--- src/inc/t1fr_pkg.sv ---
// constants and types for the t1 framer receive/transmit control bank
package t1fr_pkg;
    // register byte addresses on the parallel port
    localparam logic [7:0] T1FR_RX_CTL_ADDR = 8'h2c; // receive_control_two
    localparam logic [7:0] T1FR_TX_CTL_ADDR = 8'h35; // transmit_control_one
    localparam logic [7:0] T1FR_CCR_ADDR = 8'h37; // common control, elastic store bit
    localparam int T1FR_RESE_BIT = 2; // rx_elastic_store_enable position
    // reset values (power-up contents are undefined, so zero is chosen)
    localparam logic [7:0] T1FR_RX_CTL_RST = 8'h00;
    localparam logic [7:0] T1FR_TX_CTL_RST = 8'h00;
    localparam logic [7:0] T1FR_CCR_RST = 8'h00;
    // replacement codes: idle byte and the digital milliwatt sequence, first byte high
    localparam logic [7:0] T1FR_IDLE_CODE = 8'h7f;
    localparam logic [63:0] T1FR_MW_SEQ = 64'h1e0b0b1e9e8b8b9e;
    // byte bit positions, bit 1 is the msb of a channel byte
    localparam int T1FR_BIT2_POS = 6;
    localparam int T1FR_BIT7_POS = 1;
    localparam int T1FR_BIT8_POS = 0;
    // sync pulse widths in bit periods
    localparam logic [1:0] T1FR_SYNC_NORMAL = 2'h1;
    localparam logic [1:0] T1FR_SYNC_WIDE = 2'h2;
    // error counter width
    localparam int T1FR_CNT_W = 16;
    // transmit clock loss: no edge for this long means the clock has stopped
    localparam int T1FR_CLK_NS = 8;
    localparam int T1FR_TX_LINE_CLOCK_LOSS_NS = 2000;
    localparam int T1FR_TX_LINE_CLOCK_LOSS_CYC = T1FR_TX_LINE_CLOCK_LOSS_NS / T1FR_CLK_NS;
    // receive control fields, bit 7 first
    typedef struct packed {
        logic rx_code_select;
        logic rx_zero_byte_interchange_en;
        logic rx_sync_double_wide;
        logic rx_sync_mode;
        logic rx_sync_direction;
        logic rx_yellow_format_select;
        logic fs_error_report_en;
        logic multiframe_counter_function;
    } t1fr_rxctl_type;
    // transmit control fields, bit 7 first
    typedef struct packed {
        logic tx_clock_loss_fallback;
        logic tx_fbit_pass_through;
        logic tx_crc_pass_through;
        logic tx_soft_signaling_en;
        logic global_bit7_stuff;
        logic tx_link_source_select;
        logic tx_blue_alarm;
        logic tx_yellow_alarm;
    } t1fr_txctl_type;
endpackage

--- src/t1fr_code_gen.sv ---
// replacement code byte generator: idle byte or the eight-byte milliwatt cycle
`timescale 1ns/100ps
module t1fr_code_gen (
    input wire logic clk, // system clock
    input wire logic reset, // async reset, active high
    input wire logic sel, // 0 idle, 1 milliwatt
    input wire logic step, // one pulse per substituted byte
    output logic [7:0] code_q // registered code byte
);
    import t1fr_pkg::*;
    logic [2:0] idx_q; // position in the milliwatt cycle
    logic [2:0] idx_d;
    logic [7:0] code_d;
    logic [5:0] shift_w; // bit offset of the selected byte
    // the cycle restarts whenever idle is selected so a new milliwatt run begins at byte 0
    assign idx_d = !sel ? 3'h0 : (step ? idx_q + 3'h1 : idx_q);
    assign shift_w = {~idx_d, 3'h0};
    assign code_d = sel ? T1FR_MW_SEQ[shift_w +: 8] : T1FR_IDLE_CODE; // [RULE1]
    // index and output registers
    always_ff @(posedge clk or posedge reset) begin
        if (reset) begin
            idx_q <= 3'h0;
            code_q <= T1FR_IDLE_CODE;
        end else begin
            idx_q <= idx_d;
            code_q <= code_d;
        end
    end
    code_idle_a: assert property (@(posedge clk) disable iff (reset) // [RULE1]
        !sel |=> code_q == T1FR_IDLE_CODE) else $error("idle code not 7f");
    code_first_a: assert property (@(posedge clk) disable iff (reset) // [RULE1]
        !sel ##1 sel && !step |=> code_q == 8'h1e) else $error("milliwatt not from 1e");
endmodule

--- src/t1fr_ctrl.sv ---
// receive/transmit control registers of one t1 framer and the datapath they steer
// Summary of operation
// [RULE1] code select picks idle or milliwatt code
// [RULE2] bit 6 enables receive zbtsi
// [RULE3] double-wide widens sync in signaling frames
// [RULE4] software clears double-wide for input/multiframe
// [RULE5] output sync marks frames or multiframes
// [RULE6] direction bit: 0 output, 1 input
// [RULE7] software clears direction when store disabled
// [RULE8] yellow format: bit 2 or frame-12 s-bit
// [RULE9] fs report adds fs errors to counter
// [RULE10] counter counts f-bit errors or oos multiframes
// [RULE11] fallback to receive clock on transmit loss
// [RULE12] f bits internal or from serial in
// [RULE13] crc6 internal or sampled from serial in
// [RULE14] software signaling inserted unless channel blocked
// [RULE15] global or per-channel bit 7 stuffing
// [RULE16] link bits from legacy register or controller
// [RULE17] blue alarm sends unframed all ones
// [RULE18] yellow alarm sent in current framing format
// [RULE19] common bit 2 enables receive elastic store
// [RULE20] registers read back, take effect directly
`timescale 1ns/100ps
module t1fr_ctrl (
    input wire logic clk, // 125 mhz system clock
    input wire logic reset, // async reset, active high
    input wire logic cpu_wr, // register write strobe, one cycle
    input wire logic cpu_rd, // register read strobe, one cycle
    input wire logic [7:0] cpu_addr, // register address
    input wire logic [7:0] cpu_wdata, // write data
    output logic [7:0] cpu_rdata_q, // read data, valid cycle after cpu_rd
    output t1fr_pkg::t1fr_rxctl_type rx_ctl_q, // receive control fields
    output t1fr_pkg::t1fr_txctl_type tx_ctl_q, // transmit control fields
    output logic rx_elastic_store_enable_q, // receive elastic store on
    input wire logic rx_bit_strobe, // one pulse per receive bit period
    input wire logic rx_frame_start, // receive frame boundary pulse
    input wire logic rx_mframe_start, // receive multiframe boundary pulse
    input wire logic rx_sig_frame, // current receive frame carries signaling
    input wire logic rx_sync_pin_i, // sync pin level in
    output logic rx_sync_pin_o, // sync pin drive
    output logic rx_sync_pin_oe, // sync pin enable, high while driving
    output logic rx_sync_ext_q, // external sync seen, elastic store path
    input wire logic rx_byte_step, // advance replacement code byte
    output logic [7:0] rx_code_q, // replacement code byte
    output logic rx_zbtsi_en_q, // receive zbtsi processing on
    input wire logic rx_chan_strobe, // a receive channel byte is present
    input wire logic rx_chan_bit2, // bit 2 of that byte
    input wire logic rx_frame_end, // last channel of a frame seen
    input wire logic rx_sbit12_strobe, // s-bit of frame 12 present
    input wire logic rx_sbit12, // its value
    output logic rx_yellow_q, // yellow alarm detected
    input wire logic ft_err, // ft bit error pulse
    input wire logic fs_err, // fs bit error pulse
    input wire logic fbit_err, // framing bit error pulse
    input wire logic mf_oos, // multiframe received out of sync pulse
    output logic [15:0] path_violation_counter_q, // path code violation count
    output logic [15:0] mf_counter_q, // multiframe counter
    input wire logic tx_line_clock, // transmit line clock level
    output logic tx_clk_sel_rx_q, // formatter runs on receive clock
    input wire logic tx_bit_strobe, // one pulse per transmit bit period
    input wire logic tx_esf_mode, // transmit framing is esf
    input wire logic tx_fbit_time, // current bit is an f-bit slot
    input wire logic tx_crc_slot, // f-bit slot carries crc6
    input wire logic tx_link_slot, // f-bit slot carries fdl or fs
    input wire logic int_fbit, // internally generated framing bit
    input wire logic int_crc, // internally computed crc6 bit
    input wire logic tx_serial_in, // transmit serial data level
    input wire logic legacy_link_bit, // next bit of legacy_link_register
    input wire logic hdlc_link_valid, // controller owns the link
    input wire logic hdlc_link_bit, // controller link bit
    input wire logic tx_link_pin, // link pin level
    output logic tx_fbit_q, // chosen f-bit value
    input wire logic tx_chan_strobe, // a transmit channel byte is present
    input wire logic [7:0] tx_chan_byte, // that byte, bit 1 in msb
    input wire logic tx_sig_frame, // transmit frame carries robbed bits
    input wire logic sig_insert_bit, // bit from signaling_insert_regs
    input wire logic chan_sig_block, // channel_select_regs blocks signaling
    input wire logic chan_stuff_sel, // channel_select_regs selects stuffing
    output logic [7:0] tx_chan_out_q, // formatted channel byte
    output logic tx_yellow_fdl_q, // request esf yellow pattern on the link
    input wire logic tx_pos_in, // encoder positive rail
    input wire logic tx_neg_in, // encoder negative rail
    output logic tx_positive_out, // positive bipolar output
    output logic tx_negative_out // negative bipolar output
);
    import t1fr_pkg::*;

    // register decode
    wire rx_sel = cpu_addr == T1FR_RX_CTL_ADDR;
    wire tx_sel = cpu_addr == T1FR_TX_CTL_ADDR;
    wire cc_sel = cpu_addr == T1FR_CCR_ADDR;
    logic [7:0] ccr_q; // common control image, only bit 2 steers here
    // read mux; unmapped addresses answer zero
    wire [7:0] rd_mux = rx_sel ? rx_ctl_q : tx_sel ? tx_ctl_q : cc_sel ? ccr_q : 8'h00;

    // register writes; every bit stores and reads back as written
    always_ff @(posedge clk or posedge reset) begin
        if (reset) begin
            rx_ctl_q <= T1FR_RX_CTL_RST;
            tx_ctl_q <= T1FR_TX_CTL_RST;
            ccr_q <= T1FR_CCR_RST;
        end else if (cpu_wr) begin
            if (rx_sel) rx_ctl_q <= cpu_wdata; // [RULE20]
            if (tx_sel) tx_ctl_q <= cpu_wdata; // [RULE20]
            if (cc_sel) ccr_q <= cpu_wdata;
        end
    end

    // read data register, held until the next read
    always_ff @(posedge clk or posedge reset) begin
        if (reset) cpu_rdata_q <= 8'h00;
        else if (cpu_rd) cpu_rdata_q <= rd_mux; // [RULE20]
    end

    // receive side control levels
    always_ff @(posedge clk or posedge reset) begin
        if (reset) begin
            rx_elastic_store_enable_q <= 1'b0;
            rx_zbtsi_en_q <= 1'b0;
        end else begin
            rx_elastic_store_enable_q <= ccr_q[T1FR_RESE_BIT]; // [RULE19]
            rx_zbtsi_en_q <= rx_ctl_q.rx_zero_byte_interchange_en; // [RULE2]
        end
    end

    // replacement code source
    t1fr_code_gen u_code (
        .clk(clk),
        .reset(reset),
        .sel(rx_ctl_q.rx_code_select), // [RULE1]
        .step(rx_byte_step),
        .code_q(rx_code_q)
    );

    // sync pin: boundary choice and width
    logic [1:0] sync_cnt_q; // bit periods left in the pulse
    logic [1:0] sync_cnt_d;
    wire sync_out_mode = !rx_ctl_q.rx_sync_direction; // [RULE6]
    // mode only matters when driving; input mode ignores it
    wire sync_edge = rx_ctl_q.rx_sync_mode ? rx_mframe_start : rx_frame_start; // [RULE5]
    // double-wide is assumed clear in input or multiframe use, so no gating is added
    wire [1:0] sync_width = (rx_ctl_q.rx_sync_double_wide && rx_sig_frame) ?
                            T1FR_SYNC_WIDE : T1FR_SYNC_NORMAL; // [RULE3] [RULE4]
    assign sync_cnt_d = (sync_out_mode && sync_edge) ? sync_width :
                        (rx_bit_strobe && sync_cnt_q != 2'h0) ? sync_cnt_q - 2'h1 :
                        sync_cnt_q;
    // input sampling is only honoured with the elastic store on; software keeps them paired
    wire sync_in_ok = rx_ctl_q.rx_sync_direction && rx_elastic_store_enable_q; // [RULE6] [RULE7]

    // sync pin registers
    always_ff @(posedge clk or posedge reset) begin
        if (reset) begin
            sync_cnt_q <= 2'h0;
            rx_sync_pin_o <= 1'b0;
            rx_sync_pin_oe <= 1'b1;
            rx_sync_ext_q <= 1'b0;
        end else begin
            sync_cnt_q <= sync_cnt_d;
            rx_sync_pin_o <= sync_out_mode && sync_cnt_d != 2'h0;
            rx_sync_pin_oe <= sync_out_mode; // [RULE6]
            rx_sync_ext_q <= sync_in_ok && rx_sync_pin_i;
        end
    end

    // yellow detection: all-zero bit 2 over a frame, or frame-12 s-bit
    logic bit2_zero_q; // every channel so far had bit 2 clear
    wire bit2_zero_d = rx_frame_end ? 1'b1 :
                       (rx_chan_strobe ? bit2_zero_q && !rx_chan_bit2 : bit2_zero_q);
    wire frame_verdict = bit2_zero_q && !(rx_chan_strobe && rx_chan_bit2);
    always_ff @(posedge clk or posedge reset) begin
        if (reset) begin
            bit2_zero_q <= 1'b1;
            rx_yellow_q <= 1'b0;
        end else begin
            bit2_zero_q <= bit2_zero_d;
            if (rx_ctl_q.rx_yellow_format_select) begin
                if (rx_sbit12_strobe) rx_yellow_q <= rx_sbit12; // [RULE8]
            end else if (rx_frame_end) begin
                rx_yellow_q <= frame_verdict; // [RULE8]
            end
        end
    end

    // error counters, saturating so a long fault never wraps to a small value
    wire pcv_inc = ft_err || (rx_ctl_q.fs_error_report_en && fs_err); // [RULE9]
    wire mf_inc = rx_ctl_q.multiframe_counter_function ? mf_oos : fbit_err; // [RULE10]
    wire pcv_full = &path_violation_counter_q;
    wire mf_full = &mf_counter_q;
    always_ff @(posedge clk or posedge reset) begin
        if (reset) begin
            path_violation_counter_q <= '0;
            mf_counter_q <= '0;
        end else begin
            if (pcv_inc && !pcv_full) path_violation_counter_q <= path_violation_counter_q + 16'h1;
            if (mf_inc && !mf_full) mf_counter_q <= mf_counter_q + 16'h1;
        end
    end

    // transmit clock watchdog; the clock is sampled as a level, so it must be slow vs clk
    localparam logic [8:0] LOSS_CNT = 9'(T1FR_TX_LINE_CLOCK_LOSS_CYC);
    logic tx_line_clock_prev_q; // last sampled transmit clock level
    logic [8:0] idle_cnt_q; // cycles since last transmit clock edge
    wire tx_line_clock_edge = tx_line_clock != tx_line_clock_prev_q;
    wire tx_line_clock_lost = idle_cnt_q == LOSS_CNT;
    always_ff @(posedge clk or posedge reset) begin
        if (reset) begin
            tx_line_clock_prev_q <= 1'b0;
            idle_cnt_q <= 9'h0;
            tx_clk_sel_rx_q <= 1'b0;
        end else begin
            tx_line_clock_prev_q <= tx_line_clock;
            if (tx_line_clock_edge) idle_cnt_q <= 9'h0;
            else if (!tx_line_clock_lost) idle_cnt_q <= idle_cnt_q + 9'h1;
            tx_clk_sel_rx_q <= tx_ctl_q.tx_clock_loss_fallback && tx_line_clock_lost; // [RULE11]
        end
    end

    // f-bit source selection
    wire link_src = tx_ctl_q.tx_link_source_select ?
                    (hdlc_link_valid ? hdlc_link_bit : tx_link_pin) :
                    legacy_link_bit; // [RULE16]
    wire crc_src = tx_ctl_q.tx_crc_pass_through ? tx_serial_in : int_crc; // [RULE13]
    wire fbit_int = tx_crc_slot ? crc_src : (tx_link_slot ? link_src : int_fbit);
    // pass-through takes every f bit from serial in, crc slots included
    wire fbit_sel = tx_ctl_q.tx_fbit_pass_through ? tx_serial_in : fbit_int; // [RULE12]
    always_ff @(posedge clk or posedge reset) begin
        if (reset) tx_fbit_q <= 1'b0;
        else if (tx_fbit_time) tx_fbit_q <= fbit_sel;
    end

    // channel byte formatting: yellow, stuffing, then robbed-bit signaling
    wire d4_yel = tx_ctl_q.tx_yellow_alarm && !tx_esf_mode; // [RULE18]
    logic [7:0] yel_byte; // bit 2 cleared during d4 yellow
    logic [7:0] stuff_byte; // bit 7 forced for all-zero bytes
    logic [7:0] fmt_byte; // signaling applied
    wire stuff_on = tx_ctl_q.global_bit7_stuff || chan_stuff_sel; // [RULE15]
    wire sig_on = tx_ctl_q.tx_soft_signaling_en && !chan_sig_block && tx_sig_frame; // [RULE14]
    always_comb begin
        yel_byte = tx_chan_byte;
        if (d4_yel) yel_byte[T1FR_BIT2_POS] = 1'b0;
        stuff_byte = yel_byte;
        if (stuff_on && yel_byte == 8'h00) stuff_byte[T1FR_BIT7_POS] = 1'b1; // [RULE15]
        fmt_byte = stuff_byte;
        if (sig_on) fmt_byte[T1FR_BIT8_POS] = sig_insert_bit; // [RULE14]
    end

    // formatted byte and esf yellow request
    always_ff @(posedge clk or posedge reset) begin
        if (reset) begin
            tx_chan_out_q <= 8'h00;
            tx_yellow_fdl_q <= 1'b0;
        end else begin
            if (tx_chan_strobe) tx_chan_out_q <= fmt_byte;
            tx_yellow_fdl_q <= tx_ctl_q.tx_yellow_alarm && tx_esf_mode; // [RULE18]
        end
    end

    // line outputs; blue alarm alternates marks so the all-ones stays bipolar
    logic blue_rail_q; // next blue mark goes on the negative rail
    always_ff @(posedge clk or posedge reset) begin
        if (reset) begin
            blue_rail_q <= 1'b0;
            tx_positive_out <= 1'b0;
            tx_negative_out <= 1'b0;
        end else if (tx_ctl_q.tx_blue_alarm) begin
            if (tx_bit_strobe) begin
                blue_rail_q <= !blue_rail_q;
                tx_positive_out <= !blue_rail_q; // [RULE17]
                tx_negative_out <= blue_rail_q; // [RULE17]
            end
        end else begin
            tx_positive_out <= tx_pos_in;
            tx_negative_out <= tx_neg_in;
        end
    end

    // checks
    rd_unmapped_a: assert property (@(posedge clk) disable iff (reset) // [RULE20]
        cpu_rd && !rx_sel && !tx_sel && !cc_sel |=> cpu_rdata_q == 8'h00)
        else $error("unmapped read not zero");
    rd_back_a: assert property (@(posedge clk) disable iff (reset) // [RULE20]
        cpu_wr && tx_sel ##1 cpu_rd && !cpu_wr && tx_sel |=> cpu_rdata_q == $past(cpu_wdata, 2))
        else $error("transmit control readback wrong");
    zbtsi_lvl_a: assert property (@(posedge clk) disable iff (reset) // [RULE2]
        rx_ctl_q.rx_zero_byte_interchange_en [*2] |-> rx_zbtsi_en_q)
        else $error("zbtsi not enabled");
    sync_dir_a: assert property (@(posedge clk) disable iff (reset) // [RULE6]
        rx_ctl_q.rx_sync_direction |=> !rx_sync_pin_oe && !rx_sync_pin_o)
        else $error("sync pin driven in input mode");
    sync_wide_a: assert property (@(posedge clk) disable iff (reset) // [RULE3]
        sync_out_mode && !rx_ctl_q.rx_sync_mode && rx_ctl_q.rx_sync_double_wide &&
        rx_frame_start && rx_sig_frame && !rx_bit_strobe |=> sync_cnt_q == T1FR_SYNC_WIDE)
        else $error("double-wide pulse not loaded");
    pcv_hold_a: assert property (@(posedge clk) disable iff (reset) // [RULE9]
        !ft_err && !(rx_ctl_q.fs_error_report_en && fs_err) |=> $stable(path_violation_counter_q))
        else $error("path counter moved without error");
    mf_count_a: assert property (@(posedge clk) disable iff (reset) // [RULE10]
        rx_ctl_q.multiframe_counter_function && mf_oos && !mf_full |=>
        mf_counter_q == $past(mf_counter_q) + 16'h1)
        else $error("oos multiframe not counted");
    clk_fallback_a: assert property (@(posedge clk) disable iff (reset) // [RULE11]
        !tx_ctl_q.tx_clock_loss_fallback |=> !tx_clk_sel_rx_q)
        else $error("clock switched while fallback off");
    fbit_pass_a: assert property (@(posedge clk) disable iff (reset) // [RULE12]
        tx_ctl_q.tx_fbit_pass_through && tx_fbit_time |=> tx_fbit_q == $past(tx_serial_in))
        else $error("f bit not from serial in");
    bit7_stuff_a: assert property (@(posedge clk) disable iff (reset) // [RULE15]
        tx_ctl_q.global_bit7_stuff && tx_chan_strobe && tx_chan_byte == 8'h00 && !sig_on
        |=> tx_chan_out_q == 8'h02)
        else $error("all-zero byte not stuffed");
    blue_mark_a: assert property (@(posedge clk) disable iff (reset) // [RULE17]
        tx_ctl_q.tx_blue_alarm && tx_bit_strobe |=> tx_positive_out != tx_negative_out)
        else $error("blue alarm mark missing");
    blue_cov: cover property (@(posedge clk) disable iff (reset)
        tx_ctl_q.tx_blue_alarm && tx_bit_strobe ##1 tx_bit_strobe);
    fallback_cov: cover property (@(posedge clk) disable iff (reset) $rose(tx_clk_sel_rx_q));
    sync_in_cov: cover property (@(posedge clk) disable iff (reset) $rose(rx_sync_ext_q));
endmodule

--- config.mk ---
export PLATFORM = sky130hd
export DESIGN_NAME = t1fr_ctrl
export DESIGN_NICKNAME = d
export VERILOG_FILES = /design/src/inc/t1fr_pkg.sv /design/src/t1fr_code_gen.sv /design/src/t1fr_ctrl.sv
export SDC_FILE = /design/constraint.sdc
export NUM_CORES = 1
export LEC_CHECK = 0
export ABC_AREA = 1
export BUFFER_PORTS_ARGS = -buffer_cell sky130_fd_sc_hd__buf_2
export CAP_MARGIN = 20
export CORE_MARGIN = 3
export CORE_UTILIZATION = 40
export CTS_CLUSTER_SIZE = 40
export DETAILED_ROUTE_END_ITERATION = 10
export HOLD_SLACK_MARGIN = 0.15
export SETUP_SLACK_MARGIN = 0.02
export SLEW_MARGIN = 40
export SYNTH_ARGS = -nofsm -noshare
export SYNTH_HDL_FRONTEND = slang
export SYNTH_SLANG_ARGS = --single-unit
--- constraint.sdc ---
create_clock -name clk -period 9 [get_ports clk]
set_input_delay 1.8 -clock clk [delete_from_list [all_inputs] [get_ports clk]]
set_output_delay 1.8 -clock clk [all_outputs]
set_load 0.005 [all_outputs]
Word-level counts from Yosys, hierarchy flattened
Index checks and enable logic that the tools add are counted.
- register bits after elaboration: 108
- input port bits: 63
- output and inout bits: 83
- word-level logic and storage cells: 125
- $add $sub $neg: 5
- equal/unequal tests: 8
- shifts and indexed selects: 1
- muxes and demuxes: 31
- bitwise gates (word level): 1
- reductions and logical operators: 40
- operators by type and width (operator ; number):
    $shiftx 64x7->8 const A ; 1
    $add 16x1->16 const B ; 2
    $mux 8 ; 4
    $reduce_and 16->1 ; 2
    $eq 8x6->1 const B ; 3
    $mux 1 ; 20
    $logic_and 1x1->1 ; 18
    $mux 9 ; 2
    $reduce_and 2->1 ; 5
    $add 9x1->9 const B ; 1
    $eq 9x8->1 const B ; 1
    $logic_not 1->1 ; 8
    $logic_not 8->1 ; 1
    $reduce_bool 2->1 ; 4
    $mux 2 ; 3
    $mux 3 ; 2
    $ne 2x1->1 const B ; 2
    $add 3x1->3 const B ; 1
    $not 3->3 ; 1
    $logic_or 1x1->1 ; 2
    $ne 2x2->1 const B ; 1
    $sub 2x1->2 const B ; 1
    $ne 1x1->1 ; 1

Depth between registers and ports, before layout
- depth in word-level cells: 6
- gate-level depth with buffers: 9
- mapped depth without buffers: 8

By module
Synthesis repeated with hierarchy kept, for this count alone.
- cell total of the unflattened synthesis: 710
- area total of the unflattened synthesis: 5373.9 µm²
- by module, submodules not included (module ; times used ; cells an instance ; area an instance (µm²) ; sequential area each (µm²)):
    t1fr_ctrl ; 1 ; 669 ; 5049.8 ; 2429.8
    t1fr_code_gen ; 1 ; 41 ; 324.1 ; 153.9

Worst setup path after synthesis
OpenSTA, ideal clock, no wires.
- kind: in2reg
- start: in cpu_addr[7]
- end: reg ccr_q[0]
- setup time: 0.119 ns
- arrival: 2.707 ns
- data required time: 8.881 ns
- setup slack: 6.174 ns
- stages on the path: 7
- buffers on the path: 1
- path through: or2_4 -> nor2_8 -> nand2_2 -> nor2_2 -> buf_4 -> nand2_1 -> o21a_1
- longest elaborated chain between the ends: 2
- RTL lines (what ; RTL line ; RTL):
    start, declared ; t1fr_ctrl.sv:29 ; input wire logic [7:0] cpu_addr,
    $eq 8x6->1 ; t1fr_ctrl.sv:91 ; wire cc_sel = cpu_addr == T1FR_CCR_ADDR;
    $reduce_and 2->1 (no line) ; - ;
    end signal, assigned ; t1fr_ctrl.sv:105 ; if (cc_sel) ccr_q <= cpu_wdata;
    end, declared ; t1fr_ctrl.sv:92 ; logic [7:0] ccr_q;
No other way between the ends.
A chain may end at the register's enable or synchronous reset.

Worst setup path in the final report
- start: in cpu_addr[3]
- end: reg tx_ctl_q[6] in the netlist's numbering
- longest elaborated chain between the ends: 2
- RTL lines (what ; RTL line ; RTL):
    $eq 8x6->1 ; t1fr_ctrl.sv:90 ; wire tx_sel = cpu_addr == T1FR_TX_CTL_ADDR;
    $reduce_and 2->1 (no line) ; - ;
    end signal, assigned ; t1fr_ctrl.sv:104 ; if (tx_sel) tx_ctl_q <= cpu_wdata;
    end, declared ; t1fr_ctrl.sv:33 ; output t1fr_pkg::t1fr_txctl_type tx_ctl_q,
No other way between the ends.

==> impl_metrics.env <==
export IMPL_skew_ps=6.12
export IMPL_wl_um=12900
export IMPL_vias_per_cell=4.79
export IMPL_avgRoutedWirePerCell_um=12.8
export IMPL_max_cap_violations=0
export IMPL_h_tree_depth=3
export IMPL_track_usage_pct=17.7
export IMPL_cts_root_buf="clkbuf_16"
export IMPL_clockBufferDepth=2
export IMPL_power_w=0.00119
export IMPL_antenna_found_initial=0
export IMPL_io_buffers=143
export IMPL_slew_viol_final=0
export IMPL_p_per_area_nw_per_um2=183
export IMPL_die_area_um2=14800
export IMPL_post_route_min_period_ps=2920
export IMPL_ios=146
export IMPL_report_final_hold_viol_count=0
export IMPL_crit_fanout=14
export IMPL_async_flop_share_pct=100
export IMPL_worstSetupEndpointType="flip-flop"
export IMPL_tns_ps=0
export IMPL_yosys_top_cells_area="dfrtp_1, nand2_1, nor2_1"
export IMPL_cts_resized=0
export IMPL_critPathArrivalTime_ps=3160
export IMPL_hold_path_class="reg -> reg"
export IMPL_num_rows=41
export IMPL_worstMarginPinSlew_ps=717
export IMPL_synth_area_per_cell_um2=7.73
export IMPL_synthesis_area_um2=5350
export IMPL_rsz0062_at_grt="no"
export IMPL_drt_initial_drc_count=300
export IMPL_core_um2=12900
export IMPL_synth_top_area_share_pct=45.8
export IMPL_overflow=0
export IMPL_synthToLayoutAreaGrowth_pct=21.1
export IMPL_grt_pass1_vias=4543
export IMPL_dr_pass1_iters=7
export IMPL_gp_congestion=0.820
export IMPL_final_nets=901
export IMPL_route_detailed_drc=0
export IMPL_grt_pass1_wl_um=21100
export IMPL_dr_total_vias=4833
export IMPL_clk_latency_ps=340
export IMPL_outcome="completed"
export IMPL_vdd_drop_max_v=0.0000894
export IMPL_path_clk_slew_ps=70
export IMPL_drive_above_1_share_pct=22.9
export IMPL_hpwlAfterDp_um=9870
export IMPL_synth_seq_cells=103
export IMPL_required_ps=9230
export IMPL_worstSetupPathType="in -> reg"
export IMPL_post_cts_setup_buffers=0
export IMPL_synth_most_common_cell="nand2_1"
export IMPL_cts_made_buffers=9
export IMPL_synth_edff_count=0
export IMPL_fmax_ghz=0.342
export IMPL_cts_tree="yes"
export IMPL_synth_common_cells="nand2_1, dfrtp_1, nor2_1"
export IMPL_leakage_nw=3.48
export IMPL_yosysTopAreaCell="dfrtp_1"
export IMPL_num_antenna_cells=0
export IMPL_dieHeight_um=122
export IMPL_ant_nets=0
export IMPL_relSlewSlack_pct=52.2
export IMPL_synth_seq_area_share_pct=48.3
export IMPL_start_kind="primary input"
export IMPL_synth_distinct_cells=42
export IMPL_grt_max_degree=82
export IMPL_hold_buffers=0
export IMPL_post_route_period_util_pct=32.5
export IMPL_synth_warnings=0
export IMPL_syn_inst=693
export IMPL_setup_viol=0
export IMPL_clock_sinks=103
export IMPL_initial_core_util_pct=41.6
export IMPL_die_w_um=122
export IMPL_synth_main_ff_cell="dfrtp_1"
[state kept, by name, summed over array words and instances, names as in the netlist, 4 cells and up]
register / count
u_code.code_q: 4
idle_cnt_q: 9
path_violation_counter_q: 16
ccr_q: 8
cpu_rdata_q: 8
rx_ctl_q: 8
mf_counter_q: 16
tx_ctl_q: 8
tx_chan_out_q: 8
[cell families (layout without fill, tap and decap cells)]
kind of cell             after synthesis  after routing  synth area share (%)
multiplexers                           2              2                 0.374
buffers and inverters                 82            225                  6.85
adder cells (fa/ha/maj)                6              6                  1.40
AND/OR/NAND/NOR                      419            419                  33.2
flip-flops                           103            103                  48.3
XOR/XNOR                              18             18                  2.94
AO/OA/AOI/OAI                         62             62                  6.89
other                                  1              2                0.0700
[final cells by class]
| type | count | area [um2] |
|---|---|---|
| Clock buffer | 11 | 243 |
| Clock inverter | 5 | 56.3 |
| Fill cell | 1296 | 6390 |
| Inverter | 65 | 249 |
| Multi-Input combinational cell | 509 | 2410 |
| Sequential cell | 103 | 2580 |
| Tap cell | 172 | 215 |
| Timing Repair Buffer | 144 | 727 |
[path summary, 6_finish.rpt]
check,slack [ps],cells past startpoint,from,end
min in group asynchronous,1410,2,reset,mf_counter_q[14]
setup reg to reg,7070,8,path_violation_counter_q[0],path_violation_counter_q[9]
max in group asynchronous,6600,3,reset,idle_cnt_q[3]
setup / recovery,6080,8,cpu_addr[3],tx_ctl_q[6]
hold / removal,430,0,ccr_q[2],rx_elastic_store_enable_q
hold reg to reg,430,0,ccr_q[2],rx_elastic_store_enable_q
[stage by stage]
stage	std cells	area (um2)	utilization [%]	setup slack (ps)	hold WS, ps
4_1_cts	1009	6480	50.4	6100	429
3_3_place_gp	993	6180	48.0	5790	413
5_1_grt	1009	6480	50.4	5900	442
3_5_place_dp	993	6180	48.0	5730	412
2_1_floorplan	694	5360	-	4500	375
6_report	1009	6480	50.4	6080	427
[critical path, stage by stage]
cell and delay (ps):
buf_2 110, inv_1 60, nand3_2 100, nor2_2 300, nand2_1 150, nor2_2 410, nand2_1 100, o21a_1 120
[where the power goes]
group          switching, W  leakage (nW)  internal, W
logic              0.000120          2.02    0.0000987
registers         0.0000541          1.31     0.000523
clock network      0.000168         0.146     0.000223
total              0.000343          3.48     0.000845
[per-layer routing]
layer  track usage [%]  routed length, um  share of wire, %  vias up
li1                  -                  -                 -     2456
met1              24.1               5970                46     2208
met2              28.2               5910                46      152
met3              3.20                795               6.2       17
met4              7.21                240               1.9        0
met5                 0                  0                 0        -
[layout by cell type, fill, tap and decap left out, drive strengths merged]
| master | n |
|---|---|
| xor2 | 7 |
| buf | 144 |
| clkinv | 2 |
| ha | 6 |
| a21oi | 9 |
| mux2i | 2 |
| nand4 | 11 |
| clkbuf | 11 |
| dfrtp | 98 |
| o21ai | 40 |
| a21o | 1 |
| nand3 | 48 |
| nor2 | 93 |
| o2111ai | 1 |
| inv | 66 |
| nand3b | 1 |
| nor3 | 4 |
| a31oi | 1 |
| xnor2 | 11 |
| o21a | 8 |
| bufinv | 1 |
| or2 | 3 |
| and2 | 1 |
| o211ai | 1 |
| and3 | 1 |
| dfstp | 5 |
| conb | 2 |
| clkinvlp | 1 |
| a21boi | 1 |
| nand2 | 257 |
(Power assumes the default switching activity.)
